**config.mk**
```make
export PLATFORM = sky130hd
export DESIGN_NAME = local_bus_address_decoder
export DESIGN_NICKNAME = d
export VERILOG_FILES = /design/src/hw/lbd_pkg.sv /design/src/hw/lbus_timeout.sv /design/src/hw/local_bus_address_decoder.sv
export VERILOG_INCLUDE_DIRS = /design/src /design/src/hw
export SDC_FILE = /design/constraint.sdc
export NUM_CORES = 1
export LEC_CHECK = 0
export BUFFER_PORTS_ARGS = -buffer_cell sky130_fd_sc_hd__buf_2
export CORE_AREA = 2 2 196 198
export DETAILED_ROUTE_END_ITERATION = 7
export DIE_AREA = 0 0 198 200
export PLACE_DENSITY = 0.69
export SETUP_SLACK_MARGIN = 0.3
export SYNTH_ARGS = -nofsm -noshare
export SYNTH_HDL_FRONTEND = slang
export SYNTH_SLANG_ARGS = --single-unit
```
**constraint.sdc**
```tcl
create_clock -name clk -period 4.87 [get_ports clk]
set_input_delay 0.974 -clock clk [delete_from_list [all_inputs] [get_ports clk]]
set_output_delay 0.974 -clock clk [all_outputs]
set_load 0.005 [all_outputs]
```
**src/hw/lbd_consts.svh**
```systemverilog
// Constants of the local bus address decoder
//
// Operation
// Only access type codes 0, 1 and 2 use the normal memory map.
// Onboard resources answer normal and interrupt acknowledge cycles, nothing else.
// After reset boot memory decodes at FF800000-FF9FFFFF and 0-003FFFFF.
// Software switches off the low boot alias before enabling DRAM.
// DRAM control bit 24 at FFF42048 enables onboard DRAM decoding.
// Boot control bit 20 at FFF42040 switches off the low boot alias.
// FFA00000-FFBFFFFF goes to flash with jumper fitted, else PROM.
// Boot memory uses an 8-bit private bus; upper address bits ignored.
// FFC00000-FFDFFFFF and FFE80000-FFEFFFFF stay undecoded and time out; the code selects DRAM or the programmable window there when one matches.
// Reserved space never acknowledges; enabled timer ends it with transfer error.
// Local CSR block writes must be 32 bits; narrower writes end with error.
// Global CSR takes 8/16/32-bit writes; both CSR blocks take any read.
// Masters should read the interrupt vector with byte reads.
// Masters reach the serial controller with single byte transfers only.
// Network port commands are two 16-bit writes, upper halfword first.
// Inbound remote window has programmable start, end and accepted modifiers.
// Global CSR sits in remote short I/O space at programmable base.
// Timeout selectable 8, 64, 256 us or infinite; expiry gives transfer error.
// At most one target select; fixed regions beat programmable windows.
`ifndef LBD_CONSTS_SVH
`define LBD_CONSTS_SVH
`define CLK_MHZ 200
`define TO_SHORT_US 8
`define TO_MID_US 64
`define TO_LONG_US 256
`define TO_SEL_SHORT 2'h0
`define TO_SEL_MID 2'h1
`define TO_SEL_LONG 2'h2
`define TT_IACK 2'h3
`define BOOT_LO 32'hFF800000
`define BOOT_HI 32'hFF9FFFFF
`define ALT_LO 32'hFFA00000
`define ALT_HI 32'hFFBFFFFF
`define ALIAS_HI 32'h003FFFFF
`define SRAM_LO 32'hFFE00000
`define SRAM_HI 32'hFFE7FFFF
`define IO_LO 32'hFFF00000
`define LOCAL_CTRL_STATUS_BLOCK_LO 32'hFFF40000
`define LOCAL_CTRL_STATUS_BLOCK_HI 32'hFFF400FF
`define GLOBAL_CTRL_STATUS_BLOCK_LO 32'hFFF40100
`define GLOBAL_CTRL_STATUS_BLOCK_HI 32'hFFF401FF
`define CTRL_LO 32'hFFF42000
`define CTRL_HI 32'hFFF42FFF
`define BOOTCTL_ADR 32'hFFF42040
`define DRAMCTL_ADR 32'hFFF42048
`define SCC_LO 32'hFFF45000
`define SCC_HI 32'hFFF45FFF
`define LAN_LO 32'hFFF46000
`define LAN_HI 32'hFFF46FFF
`define SCSI_LO 32'hFFF47000
`define SCSI_HI 32'hFFF47FFF
`define IP_LO 32'hFFF58000
`define IP_HI 32'hFFF587FF
`define IPREG_LO 32'hFFFBC000
`define IPREG_HI 32'hFFFBC01F
`define RTC_LO 32'hFFFC0000
`define RTC_HI 32'hFFFCFFFF
`define A16_LO 32'hFFFF0000
`define ALIAS_OFF_BIT 20
`define DRAM_EN_BIT 24
`define BOOTCTL_RST 32'h00000000
`define DRAMCTL_RST 32'h00000000
`define ROM_AW_DEF 19
`endif

```
**src/hw/lbd_pkg.sv**
```systemverilog
// Types of the local bus address decoder
package lbd_pkg;
   typedef enum logic [1:0] {
      SZ_BYTE = 2'h0,
      SZ_HALF = 2'h1,
      SZ_WORD = 2'h2,
      SZ_LINE = 2'h3
   } size_t;
   typedef struct packed {
      logic [31:0] addr;
      logic [1:0] access_type_code;
      size_t size;
      logic write;
      logic [31:0] wdata;
   } lb_req_t;
   typedef struct packed {
      logic cs;
      logic flash;
      logic rd;
      logic wr;
      logic [23:0] addr;
      logic [7:0] wdata;
   } rom_bus_t;
   localparam int NTGT = 13;
   typedef enum logic [3:0] {
      T_DRAM = 4'h0, T_SRAM = 4'h1, T_LOCAL_CTRL_STATUS_BLOCK = 4'h2, T_GLOBAL_CTRL_STATUS_BLOCK = 4'h3,
      T_CTRL = 4'h4, T_SCC = 4'h5, T_LAN = 4'h6, T_SCSI = 4'h7,
      T_IP = 4'h8, T_RTC = 4'h9, T_A16 = 4'hA, T_PROG = 4'hB,
      T_IACK = 4'hC, T_REGS = 4'hD, T_BOOT = 4'hE, T_NONE = 4'hF
   } tgt_t;
   typedef enum logic [2:0] {
      ST_IDLE = 3'b001,
      ST_TGT = 3'b010,
      ST_ROM = 3'b100
   } state_t;
endpackage

```
**src/hw/lbus_timeout.sv**
```systemverilog
// Local bus timeout counter
`timescale 1ns/1ps
`default_nettype none
`include "lbd_consts.svh"
module lbus_timeout #(
   parameter int SHORT_CYC = 1600,
   parameter int MID_CYC = 12800,
   parameter int LONG_CYC = 51200
) (
   input wire logic clk,
   input wire logic arst_n,
   input wire logic run,
   input wire logic [1:0] to_sel,
   output logic expired
);
   localparam int CW = $clog2(LONG_CYC + 1);
   logic [CW-1:0] cnt, next_cnt, lim;
   logic inf, next_expired;

   always_comb begin
      inf = 1'b0;
      case (to_sel)
         `TO_SEL_SHORT: lim = CW'(SHORT_CYC);
         `TO_SEL_MID: lim = CW'(MID_CYC);
         `TO_SEL_LONG: lim = CW'(LONG_CYC);
         default: begin
            lim = '1;
            inf = 1'b1;
         end
      endcase
      // Counter holds at the limit so expiry fires once per access
      next_cnt = !run ? '0 : (cnt < lim ? cnt + CW'(1) : cnt);
      next_expired = run && !inf && cnt == lim - CW'(1);
   end

   always_ff @(posedge clk or negedge arst_n) begin
      if (!arst_n) begin
         cnt <= '0;
         expired <= 1'b0;
      end else begin
         cnt <= next_cnt;
         expired <= next_expired;
      end
   end
endmodule
`default_nettype wire

```
**src/hw/local_bus_address_decoder.sv**
```systemverilog
// Local bus address decoder with boot memory sequencer
`timescale 1ns/1ps
`default_nettype none
`include "lbd_consts.svh"
module local_bus_address_decoder import lbd_pkg::*; #(
   parameter int TO_SHORT_CYC = `TO_SHORT_US * `CLK_MHZ,
   parameter int TO_MID_CYC = `TO_MID_US * `CLK_MHZ,
   parameter int TO_LONG_CYC = `TO_LONG_US * `CLK_MHZ,
   parameter int ROM_AW = `ROM_AW_DEF
) (
   input wire logic clk,
   input wire logic arst_n,
   input wire logic req,
   input wire lb_req_t lb,
   input wire logic tgt_ack,
   input wire logic [31:0] tgt_rdata,
   input wire logic boot_select_jumper,
   input wire logic to_en,
   input wire logic [1:0] to_sel,
   input wire logic [31:0] dram_base,
   input wire logic [31:0] dram_mask,
   input wire logic prog_en,
   input wire logic [31:0] prog_base,
   input wire logic [31:0] prog_mask,
   input wire logic [7:0] rom_rdata,
   input wire logic vme_valid,
   input wire logic vme_short,
   input wire logic [31:0] vme_addr,
   input wire logic [5:0] vme_am,
   input wire logic [31:0] vme_slv_start,
   input wire logic [31:0] vme_slv_end,
   input wire logic [63:0] vme_am_accept,
   input wire logic [7:0] global_ctrl_status_block_base,
   output logic ack,
   output logic transfer_error_ack,
   output logic busy,
   output logic [31:0] rdata,
   output logic [NTGT-1:0] sel,
   output rom_bus_t rom,
   output logic vme_hit_local,
   output logic vme_hit_global_ctrl_status_block
);
   localparam logic [23:0] ROM_MASK = 24'((64'h1 << ROM_AW) - 64'h1);

   state_t state, next_state;
   lb_req_t cur, next_cur;
   tgt_t tgt, next_tgt;
   logic [NTGT-1:0] next_sel;
   logic next_ack, next_tea, next_busy;
   logic [31:0] next_rdata, boot_ctrl, next_boot_ctrl, dram_ctrl, next_dram_ctrl;
   rom_bus_t next_rom;
   logic [1:0] idx, next_idx, last, next_last;
   logic phase, next_phase, jmp_m, jmp_s, expired;
   logic next_vme_hit_local, next_vme_hit_global_ctrl_status_block;

   // -----------------------------------------
   // Helpers
   // -----------------------------------------
   function automatic logic in_rng(input logic [31:0] a, input logic [31:0] lo, input logic [31:0] hi);
      in_rng = a >= lo && a <= hi;
   endfunction

   function automatic logic [7:0] byte_of(input logic [31:0] w, input logic [1:0] l);
      byte_of = w[8*(3-int'(l)) +: 8];
   endfunction

   function automatic logic [3:0] lane_mask(input size_t s, input logic [1:0] a);
      case (s)
         SZ_BYTE: lane_mask = 4'h8 >> a;
         SZ_HALF: lane_mask = a[1] ? 4'h3 : 4'hC;
         default: lane_mask = 4'hF;
      endcase
   endfunction

   function automatic tgt_t decode(input logic [31:0] a, input logic [1:0] tt,
                                   input logic alias_on, input logic dram_hit, input logic prog_hit);
      decode = T_NONE;
      if (tt == `TT_IACK) decode = T_IACK;
      else if (in_rng(a, `BOOT_LO, `ALT_HI)) decode = T_BOOT;
      else if (alias_on && a <= `ALIAS_HI) decode = T_BOOT;
      else if (a[31:2] == `BOOTCTL_ADR >> 2 || a[31:2] == `DRAMCTL_ADR >> 2) decode = T_REGS;
      else if (in_rng(a, `SRAM_LO, `SRAM_HI)) decode = T_SRAM;
      else if (in_rng(a, `LOCAL_CTRL_STATUS_BLOCK_LO, `LOCAL_CTRL_STATUS_BLOCK_HI)) decode = T_LOCAL_CTRL_STATUS_BLOCK;
      else if (in_rng(a, `GLOBAL_CTRL_STATUS_BLOCK_LO, `GLOBAL_CTRL_STATUS_BLOCK_HI)) decode = T_GLOBAL_CTRL_STATUS_BLOCK;
      else if (in_rng(a, `CTRL_LO, `CTRL_HI)) decode = T_CTRL;
      else if (in_rng(a, `SCC_LO, `SCC_HI)) decode = T_SCC;
      else if (in_rng(a, `LAN_LO, `LAN_HI)) decode = T_LAN;
      else if (in_rng(a, `SCSI_LO, `SCSI_HI)) decode = T_SCSI;
      else if (in_rng(a, `IP_LO, `IP_HI) || in_rng(a, `IPREG_LO, `IPREG_HI)) decode = T_IP;
      else if (in_rng(a, `RTC_LO, `RTC_HI)) decode = T_RTC;
      else if (a >= `A16_LO) decode = T_A16;
      else if (a >= `IO_LO) decode = T_NONE;
      else if (dram_hit) decode = T_DRAM;
      else if (prog_hit) decode = T_PROG;
   endfunction

   // -----------------------------------------
   // Jumper synchroniser
   // -----------------------------------------
   always_ff @(posedge clk or negedge arst_n) begin
      if (!arst_n) begin
         jmp_m <= 1'b0;
         jmp_s <= 1'b0;
      end else begin
         jmp_m <= boot_select_jumper;
         jmp_s <= jmp_m;
      end
   end

   lbus_timeout #(
      .SHORT_CYC(TO_SHORT_CYC),
      .MID_CYC(TO_MID_CYC),
      .LONG_CYC(TO_LONG_CYC)
   ) u_timeout (
      .clk(clk),
      .arst_n(arst_n),
      .run(state == ST_TGT && to_en),
      .to_sel(to_sel),
      .expired(expired)
   );

   // -----------------------------------------
   // Access sequencer
   // -----------------------------------------
   always_comb begin
      tgt_t t;
      logic [1:0] lane;
      logic [3:0] m;
      t = T_NONE;
      lane = cur.addr[1:0] + idx;
      m = lane_mask(lb.size, lb.addr[1:0]);
      next_state = state;
      next_cur = cur;
      next_tgt = tgt;
      next_sel = sel;
      next_ack = 1'b0;
      next_tea = 1'b0;
      next_rdata = rdata;
      next_rom = rom;
      next_idx = idx;
      next_last = last;
      next_phase = phase;
      next_boot_ctrl = boot_ctrl;
      next_dram_ctrl = dram_ctrl;
      case (state)
         ST_IDLE: begin
            if (req) begin
               // Tt 0..2 normal map, 3 interrupt acknowledge
               t = decode(lb.addr, lb.access_type_code, !boot_ctrl[`ALIAS_OFF_BIT],
                          dram_ctrl[`DRAM_EN_BIT] && (lb.addr & dram_mask) == dram_base,
                          prog_en && (lb.addr & prog_mask) == prog_base);
               next_cur = lb;
               next_tgt = t;
               next_idx = 2'h0;
               next_phase = 1'b0;
               next_last = lb.size == SZ_BYTE ? 2'h0 : (lb.size == SZ_HALF ? 2'h1 : 2'h3);
               if (t == T_LOCAL_CTRL_STATUS_BLOCK && lb.write && lb.size != SZ_WORD) begin
                  next_tea = 1'b1;
               end else if (t == T_REGS) begin
                  next_ack = 1'b1;
                  next_rdata = lb.addr[3] ? dram_ctrl : boot_ctrl;
                  for (int i = 0; i < 4; i++) begin
                     if (lb.write && m[i] && lb.addr[3]) next_dram_ctrl[8*i +: 8] = lb.wdata[8*i +: 8];
                     if (lb.write && m[i] && !lb.addr[3]) next_boot_ctrl[8*i +: 8] = lb.wdata[8*i +: 8];
                  end
               end else if (t == T_BOOT) begin
                  next_state = ST_ROM;
                  next_rdata = 32'h0;
                  next_rom.cs = 1'b1;
                  next_rom.flash = in_rng(lb.addr, `ALT_LO, `ALT_HI) ? jmp_s : !jmp_s;
                  next_rom.rd = !lb.write;
                  next_rom.wr = lb.write;
                  next_rom.addr = lb.addr[23:0] & ROM_MASK;
                  next_rom.wdata = byte_of(lb.wdata, lb.addr[1:0]);
               end else begin
                  // Global_ctrl_status_block narrow writes pass like any other access
                  next_state = ST_TGT;
                  next_sel = t == T_NONE ? '0 : NTGT'(1) << t;
               end
            end
         end
         ST_TGT: begin
            if (tgt != T_NONE && tgt_ack) begin
               next_ack = 1'b1;
               next_rdata = tgt_rdata;
               next_sel = '0;
               next_state = ST_IDLE;
            end else if (expired) begin
               next_tea = 1'b1;
               next_sel = '0;
               next_state = ST_IDLE;
            end
         end
         ST_ROM: begin
            if (!phase) begin
               next_rom.rd = 1'b0;
               next_rom.wr = 1'b0;
               next_phase = 1'b1;
            end else begin
               // Bytes pack big-endian into the word, lane 0 on top
               if (!cur.write) next_rdata[8*(3-int'(lane)) +: 8] = rom_rdata;
               if (idx == last) begin
                  next_ack = 1'b1;
                  next_rom.cs = 1'b0;
                  next_state = ST_IDLE;
               end else begin
                  next_idx = idx + 2'h1;
                  next_phase = 1'b0;
                  next_rom.rd = !cur.write;
                  next_rom.wr = cur.write;
                  next_rom.addr = (rom.addr + 24'h1) & ROM_MASK;
                  next_rom.wdata = byte_of(cur.wdata, lane + 2'h1);
               end
            end
         end
         default: begin
            next_state = ST_IDLE;
            next_sel = '0;
            next_rom = '0;
         end
      endcase
      next_busy = next_state != ST_IDLE;
   end

   always_ff @(posedge clk or negedge arst_n) begin
      if (!arst_n) begin
         state <= ST_IDLE;
         cur <= '0;
         tgt <= T_NONE;
         sel <= '0;
         ack <= 1'b0;
         transfer_error_ack <= 1'b0;
         busy <= 1'b0;
         rdata <= 32'h0;
         rom <= '0;
         idx <= 2'h0;
         last <= 2'h0;
         phase <= 1'b0;
         boot_ctrl <= `BOOTCTL_RST;
         dram_ctrl <= `DRAMCTL_RST;
      end else begin
         state <= next_state;
         cur <= next_cur;
         tgt <= next_tgt;
         sel <= next_sel;
         ack <= next_ack;
         transfer_error_ack <= next_tea;
         busy <= next_busy;
         rdata <= next_rdata;
         rom <= next_rom;
         idx <= next_idx;
         last <= next_last;
         phase <= next_phase;
         boot_ctrl <= next_boot_ctrl;
         dram_ctrl <= next_dram_ctrl;
      end
   end

   // -----------------------------------------
   // Inbound remote decode
   // -----------------------------------------
   always_comb begin
      next_vme_hit_local = vme_valid && !vme_short && vme_addr >= vme_slv_start
                           && vme_addr <= vme_slv_end && vme_am_accept[vme_am];
      next_vme_hit_global_ctrl_status_block = vme_valid && vme_short && vme_addr[15:8] == global_ctrl_status_block_base;
   end

   always_ff @(posedge clk or negedge arst_n) begin
      if (!arst_n) begin
         vme_hit_local <= 1'b0;
         vme_hit_global_ctrl_status_block <= 1'b0;
      end else begin
         vme_hit_local <= next_vme_hit_local;
         vme_hit_global_ctrl_status_block <= next_vme_hit_global_ctrl_status_block;
      end
   end

   logic take;
   assign take = req && state == ST_IDLE;
endmodule
`default_nettype wire

```
# Yosys cells after proc, flatten, opt, wreduce, memory -nomap -nowiden
# Cells that the tools add are included.
word_totals:
  in_bits: 422
  word_cells: 277
  ff_bits: 216
  out_inout_bits: 86
op_classes:
  add_sub_neg: 10
  shifts: 6
  n_reduce_logical: 70
  bitwise: 6
  n_mux: 87
  order_cmp: 30
  n_eq_ne: 35
op_table:
  columns: ["operator", "n"]
  rows:
  - ["greater-or-equal comparator 32 bit, second input constant", 14]
  - ["<= comparator 32 bit, second input constant", 11]
  - ["2-to-1 mux 32 bit", 9]
  - ["2-to-1 mux 36 bit", 4]
  - ["one-hot mux 34 bit (3 select lines)", 1]
  - ["one-hot mux 32 bit (3 select lines)", 1]
  - ["2-to-1 mux 13 bit", 7]
  - ["2-to-1 mux 4 bit", 19]
  - ["bitwise AND 32 bit", 2]
  - ["== test 32 bit", 2]
  - ["indexed part select 32 x 6 -> 8 bit", 2]
  - ["== test 30 bit, second input constant", 2]
  - ["one-hot mux 16 bit (3 select lines)", 1]
  - ["AND reduction 5 bit", 9]
  - ["logical AND 1 bit", 39]
  - ["one-hot mux 13 bit (3 select lines)", 1]
  - ["2-to-1 mux 34 bit", 1]
  - ["negation 6 -> 33 bit", 1]
  - ["variable shift 8 x 33 -> 32 bit, first input constant", 1]
  - ["indexed part select 8 x 33 -> 32 bit", 1]
  - ["bitwise mux 32 bit", 1]
  - ["greater-or-equal comparator 32 bit", 1]
  - ["<= comparator 32 x 22 -> 1 bit, second input constant", 1]
  - ["<= comparator 32 bit", 1]
  - ["47 further kinds", 112]

# Depth between registers and ports, before layout
# Gate-level depths: netlist (run 1).
logic_depth:
  depth_word: 29
  ltp_mapped: 14
  depth_no_buf: 12

# Hierarchy
# A second synthesis (run 1) with hierarchy kept.
unflattened:
  hier_cells: 1645
  hier_area_um2: 15828.9
by_module_without_submodules:
  columns: ["module", "area_each_um2", "cells_per_inst", "seq_area_each_um2", "n_inst"]
  rows:
  - ["local_bus_address_decoder", 14393.8, 1477, 4860.9, 1]
  - ["lbus_timeout", 1435.1, 168, 425.4, 1]

# Least setup slack after synthesis (run 1)
# No wires, ideal clock.
synth_path:
  path_kind: "in2reg"
  from: "in vme_am[0]"
  to: "reg vme_hit_local"
  required_ns: 4.734
  path_buffers: 2
  setup_time_ns: 0.136
  path_stages: 7
  slack_ns: 1.237
  arrival_ns: 3.497
  path_cell_list: "clkbuf_1 buf_1 mux4_2 mux4_2 mux4_2 nand3b_1 a311oi_1"
synth_between:
  elab_chain_cells: 3
synth_rtl:
  columns: ["item", "line", "text"]
  rows:
  - ["from (decl)", "local_bus_address_decoder.sv:29", "input wire logic [5:0] vme_am,"]
  - ["binary-select mux 1 bit (select 6 bit)", "local_bus_address_decoder.sv:264", "&& vme_addr <= vme_slv_end && vme_am_accept[vme_am];"]
  - ["2-to-1 mux 1 bit (implied by the code)", "local_bus_address_decoder.sv:264", null]
  - ["logical AND 1 bit", "local_bus_address_decoder.sv:264", null]
  - ["net next_vme_hit_local", "local_bus_address_decoder.sv:54", "logic next_vme_hit_local, next_vme_hit_global_ctrl_status_block;"]
  - ["to (signal assigned)", "local_bus_address_decoder.sv:273", "vme_hit_local <= next_vme_hit_local;"]
  - ["to (decl)", "local_bus_address_decoder.sv:40", "output logic vme_hit_local,"]
# The timed path passes the listed nets, and every way through them passes these cells. The select of a mux whose other input is x is not followed.
# A chain may end at the register's enable or synchronous reset.

# Worst setup path after layout (run 1)
layout_path:
  from: "in lb[56] (netlist name)"
  to: "reg dram_ctrl[9]"
layout_between:
  elab_chain_cells: 27
  elab_cells_between_ends: 72
  cone_classes: "order compare (25); eq/ne (6); mux (19); bitwise (3); reduce/logical (19)"
layout_rtl:
  columns: ["item", "line", "text"]
  rows:
  - ["from (decl)", "local_bus_address_decoder.sv:14", "input wire lb_req_t lb,"]
  - ["branches (longest 18 deep; another with greater-or-equal comparator 32 bit)", null, null]
  - ["2-to-1 mux 4 bit *", "local_bus_address_decoder.sv:79", "else if (in_rng(a, `BOOT_LO, `ALT_HI)) decode = T_BOOT;"]
  - ["2-to-1 mux 4 bit *", "local_bus_address_decoder.sv:78", "if (tt == `TT_IACK) decode = T_IACK;"]
  - ["2-to-1 mux 4 bit *", "local_bus_address_decoder.sv:147", "if (req) begin"]
  - ["2-to-1 mux 4 bit *", "local_bus_address_decoder.sv:145", "case (state)"]
  - ["== test 4 x 2 -> 1 bit", "local_bus_address_decoder.sv:157", "if (t == T_LOCAL_CTRL_STATUS_BLOCK && lb.write && lb.size != SZ_WORD) begin"]
  - ["logical AND 1 bit (2 in series)", "local_bus_address_decoder.sv:157", null]
  - ["inverter 1 bit (no source line)", null, null]
  - ["AND reduction 5 bit (no source line) *", null, null]
  - ["to (signal assigned)", "local_bus_address_decoder.sv:240", "dram_ctrl <= `DRAMCTL_RST;"]
  - ["to (signal assigned)", "local_bus_address_decoder.sv:255", "dram_ctrl <= next_dram_ctrl;"]
  - ["to (decl)", "local_bus_address_decoder.sv:50", "logic [31:0] next_rdata, boot_ctrl, next_boot_ctrl, dram_ctrl, next_dram_ctrl;"]
# Mark *: on every way between the ends. The select of a mux whose other input is x is not followed.

==> flow_summary_export.csv, run 1 <==
group,metric,value,unit
run_status,status,"complete, no violations",
power_and_ir_drop,p_leak,0.00992,µW
global_routing,antenna_found_initial,2,
clock_tree,postCtsSetupRepairBufs,0,
routing,drc,0,
clock_tree,postCtsHoldBufs,0,
layout,n_fill_cell,3521,
run,drv_cap,0,
yosys,synth_edf_count,0,
timing,rsz0062_at_grt,"no",
yosys,synth_flop_cell,"dfrtp_1",
yosys,avgSynthCellArea,9.23,µm²
layout,drive_gt1_share,32.5,%
yosys,synth_cell_types,81,
yosys,async_flop_share,100,%
yosys,synth_top_area_cell,"dfrtp_1",
timing,slew_viol_final,0,
placement,place_hpwl,46000,µm
clock_tree,htreeDepth,1,
placement,place_congestion,0.965,
worst_setup_path,cp-start-kind,"input pin",
worst_setup_path,required,5.31,ns
clock_tree,cts_root_buf,"clkbuf_16",
global_routing,grt-ovfl-total,0,
layout,finalNetCount,2711,
floorplan,die_area,0.0396,mm²
timing,fmax,0.253,GHz
worst_setup_path,r2r_start,"idx[0]",
floorplan,die_h,200,µm
timing,setup_violations,0,
power_and_ir_drop,p_per_area,365,mW/mm²
layout,final_common_cell,"buf_2",
routing,wl_per_cell,21.2,µm
routing,totalWireLength,57700,µm
timing,tightest_slew,1.07,ns
worst_setup_path,arrival,4.39,ns
timing,skew,0.0332,ns
clock_tree,cts_resized,0,
worst_hold_path,hp-start,"jmp_m",
yosys,ys_warn_count,0,
clock_tree,cts_max_path_buffers,3,
timing,layout_min_cycle_time,3.96,ns
routing,num_vias,15600,
timing,fin_tns_setup,0,ns
layout,utilization,52.7,%
placement,numPortBuffers,502,
yosys,synthDominantCellAreaShare,32.5,%
floorplan,die_x,198,µm
routing,drt_first_pass_iters,5,
clock_tree,clk_latency,0.55,ns
yosys,syn_area,0.0159,mm²
clock_tree,cts_tree,"yes",
worst_setup_path,r2r_cells,8,
routing,antenna_left,0,
floorplan,start_util,42.5,%
timing,maxSlewHeadroom,27.8,%
yosys,synth_seq_cells,211,
timing,hold_violations,0,
global_routing,grt_usage,28.1,%
layout,most-common-layout-cells,"buf_2 (501), nand2_1 (212), dfrtp_1 (206)",
yosys,synthTopCellsByArea,"dfrtp_1 (32%), ha_1 (7.5%), mux4_2 (5.2%)",
worst_setup_path,crit_path_end_kind,"register",
worst_setup_path,critPathMaxFanout,16,
clock_tree,clkSlewWorstSetupHoldPaths,0.07,ns
global_routing,grt_pass1_vias,15100,
floorplan,pin_count,508,
worst_hold_path,min_path_type,"reg -> reg",
worst_setup_path,reg2reg_to,"rdata[5]",
worst_hold_path,hold_end,"jmp_s",
layout,synthToLayoutAreaGrowth,24.1,%
worst_setup_path,reg2reg_slack,1.27,ns
power_and_ir_drop,ir_drop,0.287,mV
clock_tree,cts_sinks,211,
yosys,synthCells,1721,
worst_setup_path,crit_type,"in -> reg",
yosys,ys_seq_area_share,33.3,%
routing,first_iter_violations,1260,
floorplan,core-area,0.0374,mm²
routing,viasPerCell,5.74,
clock_tree,cts-buffers-inserted,24,
timing,finalCritPeriodShare,81.2,%
worst_hold_path,holdPathStages,0,
global_routing,grt_max_degree,89,
global_routing,grt_first_pass_wirelength,85500,µm
floorplan,rows,71,
cell type report:
cell class	count	area (µm²)	share of cell area (%)
antenna	1	2.50	0.0127
clock buffer	27	632	3.20
clock inverter	17	215	1.09
inverter	81	304	1.54
multi-input combinational	1356	9950	50.5
sequential	211	5290	26.8
tap	511	639	3.24
timing repair buffer	520	2680	13.6
sequential cells by signal (all words and copies together) (netlist names), 3 cells and up:
signal,count
boot_ctrl,32
cur,35
dram_ctrl,32
rdata,32
rom,31
sel,13
state,3
tgt,4
u_timeout.cnt,16
how the worst max path moves through the flow:
stage                     cells past startpoint  slack (ns)      start             to
after global routing                         10        0.78     lb[38]   dram_ctrl[9]
after floorplan                               7        1.24  vme_am[0]  vme_hit_local
after CTS                                    10        1.09     lb[56]   dram_ctrl[9]
after detailed placement                     10        0.51     lb[38]   dram_ctrl[9]
final                                        10        0.91     lb[56]   dram_ctrl[9]
after global placement                       10        0.55     lb[38]  dram_ctrl[10]
power breakdown:
group,internal [µW],leakage (µW),switching [µW],total [µW]
combinational,1160,0.00668,1670,2830
sequential,2140,0.00282,286,2430
clock,1120,0.000418,823,1940
Yosys cell counts, drive strengths merged, types with 6 or more instances:
library cell and number:
mux4 37, o31ai 43, nor3b 7, or3 9, a211oi 16, a31oi 19
mux2 108, nor3 24, o21a 19, buf 29, inv 81, mux2i 37
xnor2 17, nand2 214, a21boi 20, and3b 16, nor4 28, a21oi 135
nor2 110, xor2 27, and3 25, ha 95, o21ai 66, nor2b 43
dfrtp 206, and2 6, a22oi 16, nand4 43, clkbuf 48, nand2b 9
a21o 37, or4 14, nor4b 7, nand3 42
cells by family (layout without fill, tap and decap cells):
family          after synthesis  count (layout)  synth area share [%]
compound gates              406             406                  16.4
buf+inv                     158             645                  4.25
other cells                   1               6                0.0236
mux                         182             182                  15.4
fa+ha+maj                    95              95                  7.48
simple gates                624             624                  20.7
flops                       211             211                  33.3
xor+xnor                     44              44                  2.43
worst max-delay path, stage by stage:
cell and delay (ns):
buf_2 0.30, a21boi_0 0.18, a211oi_1 0.28, nand4_1 0.14, nor4_1 0.72, nand2_1 0.30
a41oi_2 0.40, or2_1 0.26, or3_1 0.49, mux2_4 0.35
per-layer routing:
| metal | global-route usage [%] | up-vias | wire length, µm |
|---|---|---|---|
| li1 | - | 7276 | - |
| met1 | 38.4 | 7608 | 24900 |
| met2 | 45.5 | 648 | 26900 |
| met3 | 4.94 | 94 | 4260 |
| met4 | 8.55 | 2 | 1710 |
| met5 | 0 | - | 13 |
through the flow:
step           area, µm²  setup WS, ns  std cells  hold WS, ns  power [µW]
2_1_floorplan      15900          1.24       1725        0.331        4130
3_3_place_gp       18900         0.552       2679        0.354        5160
3_5_place_dp       18900         0.507       2679        0.362        5250
4_1_cts            19700          1.09       2723        0.378        7210
5_1_grt            19700         0.784       2724        0.375        7620
6_report           19700         0.915       2724        0.376        7190
Power figures use the tool's default switching activity.
==> inputs of run 2 (changes only) <==
- PLACE_DENSITY: 0.69 -> 0.71
- clock period: 4.87 -> 3.3 ns (I/O delays scaled with it)
==> run 2 against run 1 <==
  * First-iteration DRC count is 8.6% lower
  * Non-clock buffer count rose by 156
  * Power is 59% higher
  * Sequential power is 49% higher
  * Sequential share of layout area decreased by 2.6 points
  * Utilization increased by 5.7 points
  * Via count grew 5.2%
  * Die area unchanged
  * Clock power up 58%
  * Sequential cell count is the same
  * Critical endpoint is now rdata[3]
  * Largest cell class unchanged
==> flow_summary_export.csv, run 2 (synthesis results as in run 1) <==
group,metric,value,unit
clock_tree,cts-buffers-inserted,24,
timing,fmax,0.336,GHz
worst_setup_path,arrival,3.38,ns
floorplan,core-area,0.0374,mm²
clock_tree,clkSlewWorstSetupHoldPaths,0.06,ns
layout,largest_reg_flops,35,
layout,final_cells,2882,
routing,met2WireLength,31700,µm
floorplan,rows,71,
worst_hold_path,min_path_type,"in -> async",
global_routing,grt_pass1_vias,16300,
floorplan,die_x,198,µm
layout,most-common-layout-cells,"buf_2 (493), nand2_1 (211), dfrtp_1 (205)",
layout,utilization,58.4,%
clock_tree,postCtsHoldBufs,0,
layout,top_register,"cur",
routing,num_vias,16400,
worst_setup_path,required,3.70,ns
clock_tree,clk_latency,0.52,ns
timing,hold_violations,0,
power_and_ir_drop,clockPowerShare,26.8,%
routing,first_iter_violations,1152,
clock_tree,cts_root_buf,"clkbuf_16",
power_and_ir_drop,p_leak,0.0110,µW
run_status,status,"complete, no violations",
placement,place_congestion,1.00,
floorplan,die_area,0.0396,mm²
power_and_ir_drop,power.internal,7220,µW
timing,tightest_slew,0.809,ns
floorplan,die_h,200,µm
layout,finalNetCount,2867,
routing,wl_per_cell,23.1,µm
routing,wl_met1,25100,µm
placement,numPortBuffers,502,
floorplan,pin_count,508,
global_routing,grt_usage,32.4,%
placement,placed_cell_area,0.0204,mm²
timing,skew,0.0121,ns
power_and_ir_drop,comb_power_share,41.5,%
layout,post-route-cell-area,0.0218,mm²
power_and_ir_drop,p_sw,4200,µW
placement,dp.cells,2822,
routing,route.met3.wl,4470,µm
power_and_ir_drop,total_power,11400,µW
worst_setup_path,crit_type,"in -> reg",
layout,final_common_cell,"buf_2",
clock_tree,cts_tree,"yes",
routing,drt_first_pass_iters,5,
timing,rsz0062_at_grt,"yes",
timing,setup_violations,0,
power_and_ir_drop,ir_drop,0.433,mV
global_routing,grt-ovfl-total,0,
routing,drc,0,
routing,maxUsedRoutingLayer,"met5",
routing,totalWireLength,66500,µm
worst_setup_path,cp-start-kind,"input pin",
layout,n_fill_cell,3317,
clock_tree,htreeDepth,1,
timing,layout_min_cycle_time,2.98,ns
timing,slew_viol_final,0,
layout,synthToLayoutAreaGrowth,37.5,%
power_and_ir_drop,swShare,36.8,%
power_and_ir_drop,p_seq_share,31.7,%
timing,maxSlewHeadroom,46.1,%
routing,viasPerCell,5.70,
routing,antenna_left,0,
global_routing,grt_max_degree,72,
worst_setup_path,critPathMaxFanout,8,
worst_setup_path,crit_path_end_kind,"register",
floorplan,start_util,42.5,%
global_routing,antenna_found_initial,7,
timing,finalCritPeriodShare,90.2,%
clock_tree,cts_sinks,211,
power_and_ir_drop,p_per_area,523,mW/mm²
run,drv_cap,0,
global_routing,grt_first_pass_wirelength,96600,µm
placement,place_hpwl,52700,µm
layout,drive_gt1_share,40.3,%
clock_tree,cts_max_path_buffers,3,
[run 2: cell types whose count changed in the layout (fill, tap and decap cells not counted), sizes merged]
cell	change
buf	+150
clkbuf	+9
bufinv	+3
clkinv	-3
diode	+3
inv	-3
clkinvlp	-1
[run 2: cell type report]
class	instances	area, µm²	area share, %
clock buffers	30	684	3.13
well taps	511	639	2.93
diodes	4	10.0	0.0458
inverters	81	307	1.40
flip-flops and latches	211	5290	24.2
clock inverters	13	226	1.04
multi-input cells	1356	10500	48.3
repair buffers	676	4140	18.9
[run 2: metal layers]
layer | up-vias | track usage (%)
li1 | 7570 | -
met1 | 7951 | 38.0
met2 | 740 | 54.5
met4 | 2 | 23.9
met3 | 175 | 4.82
met5 | - | 0
[run 2: through the flow]
step	hold WS (ns)	setup TNS [ns]	setup slack (ns)
floorplan	0.331	0	0.161
global placement	0.396	-16.72	-0.276
detailed placement	0.391	-15.45	-0.254
CTS	0.190	0	0.275
global route	0.212	0	0.215
finish	0.162	0	0.325
[run 2: worst max-delay path: stages]
cell and delay [ns]:
buf_12 0.11, a21o_1 0.20, a22oi_1 0.18, or3b_1 0.39
nor4_2 0.30, buf_4 0.18, a22oi_2 0.08, a31oi_1 0.18
buf_4 0.16, nor3_4 0.04, o2111ai_4 0.23, buf_6 0.18
clkbuf_16 0.18, mux2_4 0.30
[run 2: worst paths after layout]
path / startpoint / endpoint / slack (ns) / cells after the start
max in group asynchronous: arst_n / tgt[0] / 2.30 / 2
worst max register to register: idx[0] / rdata[7] / 0.44 / 11
min in group clk: boot_select_jumper / jmp_m / 0.32 / 1
worst min-delay path: arst_n / rom[2] / 0.16 / 1
worst min register to register: jmp_m / jmp_s / 0.38 / 0
worst max-delay path: lb[67] / rdata[3] / 0.32 / 14
[run 2: power by group through the flow]
stage	clock [µW]	combinational, µW	sequential [µW]
final	3060	4730	3620
after global routing	3210	5140	3690
after CTS	3100	4610	3610
after detailed placement	0	4540	3640
after global placement	0	4440	3620
after floorplan	0	2710	3540
[run 2: what timing repair did]
| action | CTS | global route |
|---|---|---|
| cloned | 1 | 2 |
| pin swaps | 5 | 19 |
| endpoints found under the setup margin | 40 | 115 |
| gates resized for setup | 7 | 70 |
| setup buffers | 2 | 8 |
